$ cat src/core/ssp_regs.vh
// Constants for the synchronous serial port core
// Assumes inclusion by bare name from every design file
`ifndef SSP_REGS_VH
`define SSP_REGS_VH
// ==========================================================
// Frame formats
`define SSP_FMT_PULSED   2'h0
`define SSP_FMT_SPI      2'h1
`define SSP_FMT_HALF     2'h2
// ==========================================================
// Data path sizes
`define SSP_WORD_W       16
`define SSP_FIFO_DEPTH   4'h8
`define SSP_FIFO_AW      3
`define SSP_CMD_BITS     5'h08
`define SSP_TURN_BITS    5'h01
// ==========================================================
// Interrupt bit positions and levels
`define SSP_INT_TX       0
`define SSP_INT_RX       1
`define SSP_INT_RT       2
`define SSP_INT_ROR      3
`define SSP_SVC_LEVEL    4'h4
// Idle half periods before a receive timeout
`define SSP_TIMEOUT_HALF 7'h40
`endif

$ cat src/core/ssp_fifo.v
// Eight-word first-in first-out store with a registered read word
// Assumes one clock, synchronous active-low reset
`include "ssp_regs.vh"
module ssp_fifo (
    input  wire                   sys_clk,
    input  wire                   rst_n,
    input  wire                   in_valid,
    input  wire [`SSP_WORD_W-1:0] in_data,
    output wire                   in_ready,
    output reg                    out_valid,
    output reg  [`SSP_WORD_W-1:0] out_data,
    input  wire                   out_ready,
    output reg  [3:0]             count
);
    // ======================================================
    // Storage and pointers
    reg [`SSP_WORD_W-1:0] mem [0:7];
    reg [`SSP_FIFO_AW-1:0] wr_ptr;
    reg [`SSP_FIFO_AW-1:0] rd_ptr;
    reg [3:0]              mem_cnt;
    reg                    full;
    wire wr   = in_valid & ~full;
    wire take = out_valid & out_ready;
    wire load = (mem_cnt != 4'h0) & (~out_valid | take);
    wire [3:0] next_count = count + {3'h0, wr} - {3'h0, take};
    assign in_ready = ~full;
    // Memory write port
    always @(posedge sys_clk) begin
        if (wr) begin
            mem[wr_ptr] <= in_data;
        end
    end
    // Pointers, counts and the prefetched head word
    always @(posedge sys_clk) begin
        if (!rst_n) begin
            wr_ptr    <= 3'h0;
            rd_ptr    <= 3'h0;
            mem_cnt   <= 4'h0;
            count     <= 4'h0;
            full      <= 1'b0;
            out_valid <= 1'b0;
            out_data  <= 16'h0000;
        end else begin
            if (wr) begin
                wr_ptr <= wr_ptr + 3'h1;
            end
            if (load) begin
                out_data  <= mem[rd_ptr];
                out_valid <= 1'b1;
                rd_ptr    <= rd_ptr + 3'h1;
            end else if (take) begin
                out_valid <= 1'b0;
            end
            mem_cnt <= mem_cnt + {3'h0, wr} - {3'h0, load};
            count   <= next_count;
            full    <= (next_count == `SSP_FIFO_DEPTH);
        end
    end
endmodule

$ cat src/core/ssp_skid.v
// Two-entry buffer between the receive store and the host read port
// Assumes one clock, synchronous active-low reset
`include "ssp_regs.vh"
module ssp_skid (
    input  wire                   sys_clk,
    input  wire                   rst_n,
    input  wire                   in_valid,
    input  wire [`SSP_WORD_W-1:0] in_data,
    output wire                   in_ready,
    output reg                    out_valid,
    output reg  [`SSP_WORD_W-1:0] out_data,
    input  wire                   out_ready
);
    // ======================================================
    // Head slot and spare slot
    reg                   spare_valid;
    reg [`SSP_WORD_W-1:0] spare_data;
    wire pop  = out_valid & out_ready;
    wire push = in_valid & ~spare_valid;
    assign in_ready = ~spare_valid;
    always @(posedge sys_clk) begin
        if (!rst_n) begin
            out_valid   <= 1'b0;
            out_data    <= 16'h0000;
            spare_valid <= 1'b0;
            spare_data  <= 16'h0000;
        end else if (pop) begin
            if (spare_valid) begin
                out_data    <= spare_data;
                spare_valid <= push;
                spare_data  <= in_data;
            end else begin
                out_valid <= push;
                out_data  <= in_data;
            end
        end else if (push) begin
            if (!out_valid) begin
                out_valid <= 1'b1;
                out_data  <= in_data;
            end else begin
                spare_valid <= 1'b1;
                spare_data  <= in_data;
            end
        end
    end
endmodule

$ cat src/core/ssp_top.v
// Synchronous serial port: master or slave, three frame formats
// Assumes sys_clk at 40 MHz, pins from outside, host ports on sys_clk
//
// Functional notes
// - First divide the system clock by an even prescale of 2 to 254.
// - Further divide by serial_clock_rate plus one, giving 1 to 256.
// - Software keeps system clock 2x (master) or 12x (slave) faster.
// - Host words enter an 8-deep 16-bit transmit store until sent.
// - Received words enter a separate store; host read pops oldest.
// - Four interrupt sources are ORed into one request line.
// - A source reaches the request only while its mask bit is one.
// - Raw and masked source states are both readable.
// - Frames are 4 to 16 bits, most significant bit first.
// - Serial clock idles inactive, toggles only during transfers.
// - Receive timeout when clock idles long with received data waiting.
// - SPI and half-duplex formats hold frame select low per frame.
// - Pulsed format: one-period select pulse; launch rising, latch falling.
// - Half-duplex: send 8-bit command, ignore input, then take reply.
// - Pulsed format idles clock and select low, output released.
// - Pulsed format loads head word with the pulse, MSB next rising.
// - Pulsed format stores the word on the falling edge that latches LSB.
// - SPI clock idles at the level of clock_polarity_bit.
// - clock_phase_bit zero captures on first edge, one on second.
// - SPI master phase zero raises select between words, phase one not.
// - SPI output idles low; clock pad driven only as master.
// - SPI select returns high one period after the last clock edge.
`include "ssp_regs.vh"
module ssp_top (
    input  wire        sys_clk,
    input  wire        rst_n,
    input  wire        enable,
    input  wire        master_mode,
    input  wire [1:0]  frame_format,
    input  wire [3:0]  data_size,
    input  wire        clock_polarity_bit,
    input  wire        clock_phase_bit,
    input  wire        loopback,
    input  wire [7:0]  prescale_divisor,
    input  wire [7:0]  serial_clock_rate,
    input  wire [3:0]  interrupt_mask,
    input  wire [3:0]  int_clear,
    input  wire        tx_wr_valid,
    input  wire [15:0] tx_wr_data,
    output wire        tx_wr_ready,
    output wire        rx_rd_valid,
    output wire [15:0] rx_rd_data,
    input  wire        rx_rd_ready,
    output reg  [3:0]  raw_int_status,
    output reg  [3:0]  masked_int_status,
    output reg         int_req,
    output reg         busy,
    input  wire        serial_clock_pin_in,
    output reg         serial_clock_pin_out,
    output reg         serial_clock_pin_oe,
    input  wire        frame_select_pin_in,
    output reg         frame_select_pin_out,
    output reg         serial_out_pin,
    output reg         serial_out_pin_oe,
    input  wire        serial_in_pin
);
    // ======================================================
    // States
    localparam ST_IDLE = 2'h0;
    localparam ST_LEAD = 2'h1;
    localparam ST_XFER = 2'h2;
    localparam ST_TAIL = 2'h3;

    reg [1:0]  state;
    reg [5:0]  cnt;
    reg [15:0] tx_shift;
    reg [15:0] rx_shift;
    reg        rx_push;
    reg        clk_s1;
    reg        clk_s2;
    reg        clk_s3;
    reg        fs_s1;
    reg        fs_s2;
    reg        din_s1;
    reg        din_s2;
    reg [6:0]  pre_cnt;
    reg [7:0]  scr_cnt;
    reg        half_tick;
    reg [6:0]  to_cnt;

    wire        tx_out_valid;
    wire [15:0] tx_out_data;
    wire [3:0]  tx_count;
    wire        rx_in_ready;
    wire        rx_out_valid;
    wire [15:0] rx_out_data;
    wire        rx_out_ready;
    wire [3:0]  rx_count;

    // ======================================================
    // Pin synchronisers, two stages before any logic
    always @(posedge sys_clk) begin
        if (!rst_n) begin
            clk_s1 <= 1'b0;
            clk_s2 <= 1'b0;
            clk_s3 <= 1'b0;
            fs_s1  <= 1'b1;
            fs_s2  <= 1'b1;
            din_s1 <= 1'b0;
            din_s2 <= 1'b0;
        end else begin
            clk_s1 <= serial_clock_pin_in;
            clk_s2 <= clk_s1;
            clk_s3 <= clk_s2;
            fs_s1  <= frame_select_pin_in;
            fs_s2  <= fs_s1;
            din_s1 <= serial_in_pin;
            din_s2 <= din_s1;
        end
    end

    // ======================================================
    // Frame shape decode
    wire       is_pulsed = (frame_format == `SSP_FMT_PULSED);
    wire       is_spi    = (frame_format == `SSP_FMT_SPI);
    wire       is_half   = (frame_format == `SSP_FMT_HALF);
    wire [4:0] nbits     = {1'b0, data_size} + 5'h01;
    // Half-duplex master frame: command, one turnaround bit, reply
    wire [4:0] total_bits = (is_half && master_mode) ?
                            (nbits + `SSP_CMD_BITS + `SSP_TURN_BITS) : nbits;
    wire [5:0] last_edge  = {total_bits, 1'b0} - 6'h01;
    // Launch on the first edge for pulsed and SPI phase one
    wire       launch_first = is_pulsed | (is_spi & clock_phase_bit);
    wire       sclk_idle    = is_spi & clock_polarity_bit;
    wire       fs_idle      = ~is_pulsed;
    wire [15:0] rx_mask     = ~(16'hFFFF << nbits);
    wire [15:0] tx_aligned  = is_half ? {tx_out_data[7:0], 8'h00} :
                              (tx_out_data << (4'hF - data_size));
    wire [15:0] tx_word     = tx_out_valid ? tx_aligned : 16'h0000;
    // Receive bit source, internal loopback or pin
    wire        rx_bit      = loopback ? serial_out_pin : din_s2;

    // ======================================================
    // Start, continuation and edge events
    wire clk_edge  = clk_s2 ^ clk_s3;
    wire clk_fall  = clk_s3 & ~clk_s2;
    wire start_m   = enable & master_mode & (state == ST_IDLE) & tx_out_valid;
    wire start_s   = enable & ~master_mode & (state == ST_IDLE) &
                     (is_pulsed ? (fs_s2 & clk_fall) : ~fs_s2);
    wire tail_hit  = (state == ST_TAIL) & half_tick & (cnt[1:0] == 2'h1);
    wire cont_ok   = enable & tx_out_valid & (is_pulsed | (is_spi & clock_phase_bit));
    wire do_load   = start_m | start_s | (tail_hit & cont_ok);
    wire tx_pop    = do_load & tx_out_valid;
    wire edge_evt  = master_mode ? half_tick : clk_edge;
    wire is_launch = launch_first ? ~cnt[0] : cnt[0];
    wire run_div   = enable & ~start_m & ~(tail_hit & cont_ok);

    // ======================================================
    // Bit rate divider: prescale halves, then rate field
    wire [6:0] pre_half = (prescale_divisor[7:1] == 7'h00) ? 7'h01 :
                          prescale_divisor[7:1];
    always @(posedge sys_clk) begin
        if (!rst_n || !run_div) begin
            pre_cnt   <= 7'h00;
            scr_cnt   <= 8'h00;
            half_tick <= 1'b0;
        end else begin
            half_tick <= 1'b0;
            if (pre_cnt == pre_half - 7'h01) begin
                pre_cnt <= 7'h00;
                if (scr_cnt == serial_clock_rate) begin
                    scr_cnt   <= 8'h00;
                    half_tick <= 1'b1;
                end else begin
                    scr_cnt <= scr_cnt + 8'h01;
                end
            end else begin
                pre_cnt <= pre_cnt + 7'h01;
            end
        end
    end

    // ======================================================
    // Frame engine
    always @(posedge sys_clk) begin
        if (!rst_n) begin
            state                <= ST_IDLE;
            cnt                  <= 6'h00;
            tx_shift             <= 16'h0000;
            rx_shift             <= 16'h0000;
            rx_push              <= 1'b0;
            serial_clock_pin_out <= 1'b0;
            serial_clock_pin_oe  <= 1'b0;
            frame_select_pin_out <= 1'b0;
            serial_out_pin       <= 1'b0;
            serial_out_pin_oe    <= 1'b0;
            busy                 <= 1'b0;
        end else begin
            rx_push             <= 1'b0;
            serial_clock_pin_oe <= master_mode;
            busy                <= (state != ST_IDLE);
            case (state)
            ST_IDLE: begin
                // Idle levels per format
                serial_clock_pin_out <= sclk_idle;
                frame_select_pin_out <= fs_idle;
                serial_out_pin       <= 1'b0;
                serial_out_pin_oe    <= master_mode & ~is_pulsed;
                cnt                  <= 6'h00;
                if (do_load) begin
                    tx_shift          <= launch_first ? tx_word : {tx_word[14:0], 1'b0};
                    serial_out_pin    <= launch_first ? 1'b0 : tx_word[15];
                    serial_out_pin_oe <= 1'b1;
                    if (start_m) begin
                        // Select asserts; pulsed format raises clock with it
                        frame_select_pin_out <= is_pulsed;
                        serial_clock_pin_out <= is_pulsed ? 1'b1 : sclk_idle;
                        state                <= ST_LEAD;
                    end else begin
                        state <= ST_XFER;
                    end
                end
            end
            ST_LEAD: begin
                // Half period for SPI, full period pulse for pulsed format
                if (half_tick) begin
                    if (is_pulsed && cnt == 6'h00) begin
                        serial_clock_pin_out <= 1'b0;
                        cnt                  <= 6'h01;
                    end else begin
                        frame_select_pin_out <= 1'b0;
                        cnt                  <= 6'h00;
                        state                <= ST_XFER;
                    end
                end
            end
            ST_XFER: begin
                if (!master_mode && !is_pulsed && fs_s2) begin
                    state <= ST_IDLE; // select withdrawn, frame abandoned
                end else if (edge_evt) begin
                    serial_clock_pin_out <= ~serial_clock_pin_out;
                    if (is_launch) begin
                        serial_out_pin <= tx_shift[15];
                        tx_shift       <= {tx_shift[14:0], 1'b0};
                    end else begin
                        rx_shift <= {rx_shift[14:0], rx_bit};
                    end
                    if (cnt == last_edge) begin
                        rx_push <= 1'b1;
                        cnt     <= 6'h00;
                        state   <= master_mode ? ST_TAIL : ST_IDLE;
                    end else begin
                        cnt <= cnt + 6'h01;
                    end
                end
            end
            default: begin
                // Hold select one period after the last clock edge, then release
                if (half_tick) begin
                    cnt <= cnt + 6'h01;
                    if (cnt[1:0] == 2'h1) begin
                        if (cont_ok) begin
                            tx_shift          <= launch_first ? tx_word :
                                                 {tx_word[14:0], 1'b0};
                            serial_out_pin_oe <= 1'b1;
                            cnt               <= 6'h00;
                            if (is_pulsed) begin
                                frame_select_pin_out <= 1'b1;
                                serial_clock_pin_out <= 1'b1;
                                state                <= ST_LEAD;
                            end else begin
                                state <= ST_XFER;
                            end
                        end else begin
                            frame_select_pin_out <= fs_idle;
                            serial_out_pin       <= 1'b0;
                        end
                    end else if (cnt[1:0] == 2'h3) begin
                        state <= ST_IDLE;
                    end
                end
            end
            endcase
        end
    end

    // ======================================================
    // Transmit store
    ssp_fifo u_tx_fifo (
        .sys_clk   (sys_clk),
        .rst_n     (rst_n),
        .in_valid  (tx_wr_valid),
        .in_data   (tx_wr_data),
        .in_ready  (tx_wr_ready),
        .out_valid (tx_out_valid),
        .out_data  (tx_out_data),
        .out_ready (tx_pop),
        .count     (tx_count)
    );

    // ======================================================
    // Receive store and host-side buffer
    ssp_fifo u_rx_fifo (
        .sys_clk   (sys_clk),
        .rst_n     (rst_n),
        .in_valid  (rx_push),
        .in_data   (rx_shift & rx_mask),
        .in_ready  (rx_in_ready),
        .out_valid (rx_out_valid),
        .out_data  (rx_out_data),
        .out_ready (rx_out_ready),
        .count     (rx_count)
    );

    ssp_skid u_rx_skid (
        .sys_clk   (sys_clk),
        .rst_n     (rst_n),
        .in_valid  (rx_out_valid),
        .in_data   (rx_out_data),
        .in_ready  (rx_out_ready),
        .out_valid (rx_rd_valid),
        .out_data  (rx_rd_data),
        .out_ready (rx_rd_ready)
    );

    // ======================================================
    // Receive timeout: idle half periods while data waits
    wire rx_pending  = (rx_count != 4'h0) | rx_rd_valid;
    wire timeout_evt = half_tick & (to_cnt == `SSP_TIMEOUT_HALF - 7'h01);
    always @(posedge sys_clk) begin
        if (!rst_n || state != ST_IDLE || !rx_pending) begin
            to_cnt <= 7'h00;
        end else if (half_tick && to_cnt != `SSP_TIMEOUT_HALF) begin
            to_cnt <= to_cnt + 7'h01;
        end
    end

    // ======================================================
    // Interrupt sources; sticky bits keep a set over a clear
    wire overrun_evt = rx_push & ~rx_in_ready;
    wire [3:0] next_raw;
    assign next_raw[`SSP_INT_TX]  = (tx_count <= `SSP_SVC_LEVEL);
    assign next_raw[`SSP_INT_RX]  = (rx_count >= `SSP_SVC_LEVEL);
    assign next_raw[`SSP_INT_RT]  = timeout_evt |
                                    (raw_int_status[`SSP_INT_RT] & ~int_clear[`SSP_INT_RT]);
    assign next_raw[`SSP_INT_ROR] = overrun_evt |
                                    (raw_int_status[`SSP_INT_ROR] & ~int_clear[`SSP_INT_ROR]);
    always @(posedge sys_clk) begin
        if (!rst_n) begin
            raw_int_status    <= 4'h0;
            masked_int_status <= 4'h0;
            int_req           <= 1'b0;
        end else begin
            raw_int_status    <= next_raw;
            masked_int_status <= next_raw & interrupt_mask;
            int_req           <= |(next_raw & interrupt_mask);
        end
    end
endmodule

$ cat config.mk
export PLATFORM = sky130hd
export DESIGN_NAME = ssp_top
export DESIGN_NICKNAME = d
export VERILOG_FILES = /design/src/core/ssp_fifo.v /design/src/core/ssp_skid.v /design/src/core/ssp_top.v
export VERILOG_INCLUDE_DIRS = /design/src /design/src/core
export SDC_FILE = /design/constraint.sdc
export NUM_CORES = 1
export LEC_CHECK = 0
export BUFFER_PORTS_ARGS = -buffer_cell sky130_fd_sc_hd__buf_2
export CORE_ASPECT_RATIO = 1.75
export CORE_MARGIN = 3
export CORE_UTILIZATION = 55
export DETAILED_ROUTE_END_ITERATION = 6
export PLACE_DENSITY = 0.73
export REMOVE_ABC_BUFFERS = 1
export SLEW_MARGIN = 10
export SYNTH_ARGS = -nofsm -noshare
export SYNTH_HDL_FRONTEND = slang
export SYNTH_SLANG_ARGS = --single-unit
export TNS_END_PERCENT = 1
$ cat constraint.sdc
create_clock -name sys_clk -period 4.2 [get_ports sys_clk]
set_clock_uncertainty 0.05 [all_clocks]
set_input_delay 0 -clock sys_clk [delete_from_list [all_inputs] [get_ports sys_clk]]
set_output_delay 0 -clock sys_clk [all_outputs]
set_load 0.02 [all_outputs]
==> run_results.csv <==
group,metric,value,unit
clock_tree,post-cts-setup-buffers,0,
logic_synthesis,muxShareOfSynthArea,0.1455,
clock_tree,cts_buffers,40,
clock_tree,clk_path_buf_depth,3,
setup_path,cpPeakStageDelay,0.51,ns
sta,drv_slew,0,
power_and_ir_drop,p_leak,7.870,nW
sta,hold_viol_final,0,
place,dp_hpwl,26.33,mm
global_routing,overflow,0,
floorplanning,dieWidth,147.7,µm
clock_tree,clock_latency,0.55,ns
floorplanning,pin_count,91,
cells_and_area,layout_common_cells,"edfxtp_1 (256), dfxtp_1 (180), nor2_1 (177)",
clock_tree,root_buffer,"clkbuf_16",
run_status,outcome,"finished clean",
logic_synthesis,netlist_area,19320,µm²
detailed_routing,antenna_left,0,
cells_and_area,final_common_cell,"edfxtp_1",
sta,tns,0,ns
detailed_routing,first_pass_iters,5,
global_routing,grt_max_degree,70,
logic_synthesis,synthSimpleGateAreaFrac,0.09593,
logic_synthesis,synth_fa_ha_area_frac,0.03394,
setup_path,crit_top_cell,"ha_1",
global_routing,grt_pass1_vias,12354,
logic_synthesis,netlist-cell-type-count,79,
clock_tree,cts.sinks,440,
place,gp_congestion,0.9095,
global_routing,grtUsageTotal,0.2103,
sta,fin_hold_ws,0.03470,ns
logic_synthesis,synth_compound_area_frac,0.07682,
logic_synthesis,synthFlopType,"edfxtp_1",
cells_and_area,multi_input_area,7433,µm²
setup_path,start_kind,"register",
logic_synthesis,syn_avg_cell_area,13.10,µm²
sta,max_clock_freq,279.7,MHz
floorplanning,coreArea,34570,µm²
sta,setup_viol,0,
cells_and_area,fill_cells,2595,
detailed_routing,vias_per_cell,5.719,
floorplanning,dieArea,37490,µm²
cells_and_area,num-nets-final,1693,
logic_synthesis,synth_cells,1475,
setup_path,cp.required,4.61,ns
logic_synthesis,ys_ff_latch,440,
clock_tree,cts_resized,0,
run,cap_violations,0,
min_path,hold_class,"in -> reg",
cells_and_area,drive_gt1_frac,0.1824,
clock_tree,clk_pin_slew,0.07,ns
setup_path,crit_type,"reg -> reg",
global_routing,antenna_found_initial,2,
floorplanning,start_util,0.5587,
logic_synthesis,ys_warn_count,0,
cells_and_area,seq_area,11380,µm²
global_routing,grt_first_pass_wirelength,62.89,mm
sta,worst_slew_pin_slew,1.069,ns
power_and_ir_drop,ir_worst_vdd,0.4508,mV
detailed_routing,drt-total-wl,39.20,mm
setup_path,worstPathArrival,3.98,ns
sta,period_needed,3.576,ns
clock_tree,hold_buffers,41,
sta,rsz0062_at_grt,"false",
clock_tree,htree_levels,2,
detailed_routing,num_vias,11885,
detailed_routing,drt_iter0_drc,560,
setup_path,cp_cell_sequence,"ha_1, nand3_1, or4_1, a21boi_1, a21boi_0, buf_4, ha_1, inv_1, ha_1, a21o_1, a21oi_1, xnor2_1, and2_1, nor4bb_1",
logic_synthesis,synth_top_family_by_area,"multiplexers",
place,numPortBuffers,87,
setup_path,path_delay_family,"simple AND/OR/NAND/NOR gates",
setup_path,crit_path_end_kind,"register",
power_and_ir_drop,powerDensity,584.7,nW/µm²
detailed_routing,wl_per_cell,18.86,µm
logic_synthesis,synth_edf_count,256,
logic_synthesis,synth-xor-area-share,0.02928,
detailed_routing,drcViolationCount,0,
logic_synthesis,synthArstFlopShare,0,
cells_and_area,area_growth_syn_to_layout,13.99,%
setup_path,critPathBufInv,2,
sta,post-route-period-util,0.8514,
clock_tree,cts_tree,"yes",
setup_path,cp_slowest_cell,"or4_1",
sta,relSlewSlack,0.2840,
logic_synthesis,synth_seq_area_share,0.5887,
floorplanning,rows,90,
floorplanning,die-height,253.9,µm
setup_path,cp_max_fo,7,
kinds of logic (layout without fill, tap and decap cells):
family          after synthesis  in the layout
xor+xnor                     62             62
other cells                   0              1
simple gates                391            391
mux                         186            186
compound gates              209            209
buf+inv                     137            279
flops                       440            440
fa+ha+maj                    50             50
Yosys cell counts (7+ instances only):
cell type / number / share of area
edfxtp_1: 256 / 0.40
dfxtp_1: 184 / 0.19
nor2_1: 181 / 0.035
mux2i_1: 103 / 0.053
mux4_2: 75 / 0.087
nand2_1: 67 / 0.013
a211oi_1: 58 / 0.023
inv_1: 51 / 0.0099
clkbuf_1: 49 / 0.0095
ha_1: 46 / 0.030
a21oi_1: 36 / 0.0093
xnor2_1: 34 / 0.015
o21ai_0: 30 / 0.0078
xor2_1: 26 / 0.012
and2_1: 24 / 0.0078
buf_2: 20 / 0.0052
nand2b_1: 19 / 0.0062
nand3_1: 17 / 0.0044
nor3_1: 15 / 0.0039
nand4_1: 13 / 0.0042
a31oi_1: 11 / 0.0036
and3_1: 11 / 0.0036
a21boi_0: 10 / 0.0039
nor2b_1: 10 / 0.0032
buf_1: 9 / 0.0017
mux2_2: 8 / 0.0047
a21o_1: 7 / 0.0027
o211ai_1: 7 / 0.0027
power breakdown:
part / internal, mW / switching, mW / total (mW)
Clock: 2.21 / 1.59 / 3.81
Sequential: 5.07 / 0.551 / 5.62
Combinational: 1.64 / 1.81 / 3.45
Total: 8.92 / 3.95 / 12.9
worst reg2reg max path, cell delays in order (launching register included):
cell	delay, ns
dfxtp_1	0.47
ha_1	0.34
nand3_1	0.14
or4_1	0.51
a21boi_1	0.21
a21boi_0	0.22
buf_4	0.17
ha_1	0.19
inv_1	0.05
ha_1	0.26
a21o_1	0.18
a21oi_1	0.16
xnor2_1	0.13
and2_1	0.14
nor4bb_1	0.26
sequential cells by signal (all words and copies together), names as in the netlist, 4 cells and up:
name and flops:
to_cnt 7, cnt 6, u_rx_skid.out_data 16, u_tx_fifo.mem_cnt 4, raw_int_status 4, u_rx_fifo.mem_cnt 4
masked_int_status 4, scr_cnt 8, pre_cnt 7, u_rx_fifo.count 4, tx_shift 16, u_tx_fifo.out_data 16
u_rx_fifo.mem 128, u_rx_skid.spare_data 16, u_tx_fifo.count 4, rx_shift 16, u_tx_fifo.mem 128, u_rx_fifo.out_data 16
final cells by class:
| cell class | count | area share |
|---|---|---|
| flip-flops and latches | 440 | 0.5167 |
| multi-input cells | 898 | 0.3376 |
| clock buffers | 53 | 0.05097 |
| repair buffers | 153 | 0.04751 |
| well taps | 460 | 0.02614 |
| clock inverters | 21 | 0.01199 |
| inverters | 52 | 0.008979 |
| diodes | 1 | 0.0001137 |
metrics by stage:
step	cells	setup WS [ns]	total power, mW	area, µm²	utilization
after global placement	1962	0.7273	9.043	20220	0.5848
after detailed placement	1962	0.6587	9.155	20220	0.5848
after floorplan	1390	0.6083	8.177	18930	-
after global routing	2077	0.3997	13.60	22010	0.6368
final	2078	0.6242	12.87	22020	0.6369
after CTS	2077	0.6529	13.00	22010	0.6368
final timing paths:
path	cells after the start	to	from	slack [ns]
worst max register to register	14	u_tx_fifo.full	cnt[0]	0.62
worst max-delay path	14	u_tx_fifo.full	cnt[0]	0.62
worst min register to register	1	fs_s2	fs_s1	0.38
worst min-delay path	6	state[0]	frame_format[1]	0.03
per-layer routing:
metal  track usage  vias to the layer above  share of wire
met5             0                        -        0.00033
met1        0.2153                     5812           0.36
li1              -                     5687              -
met2        0.4134                      273           0.56
met4       0.09038                        2          0.039
met3       0.03568                      111          0.039
Note: power is estimated with default switching activity, not from simulation.
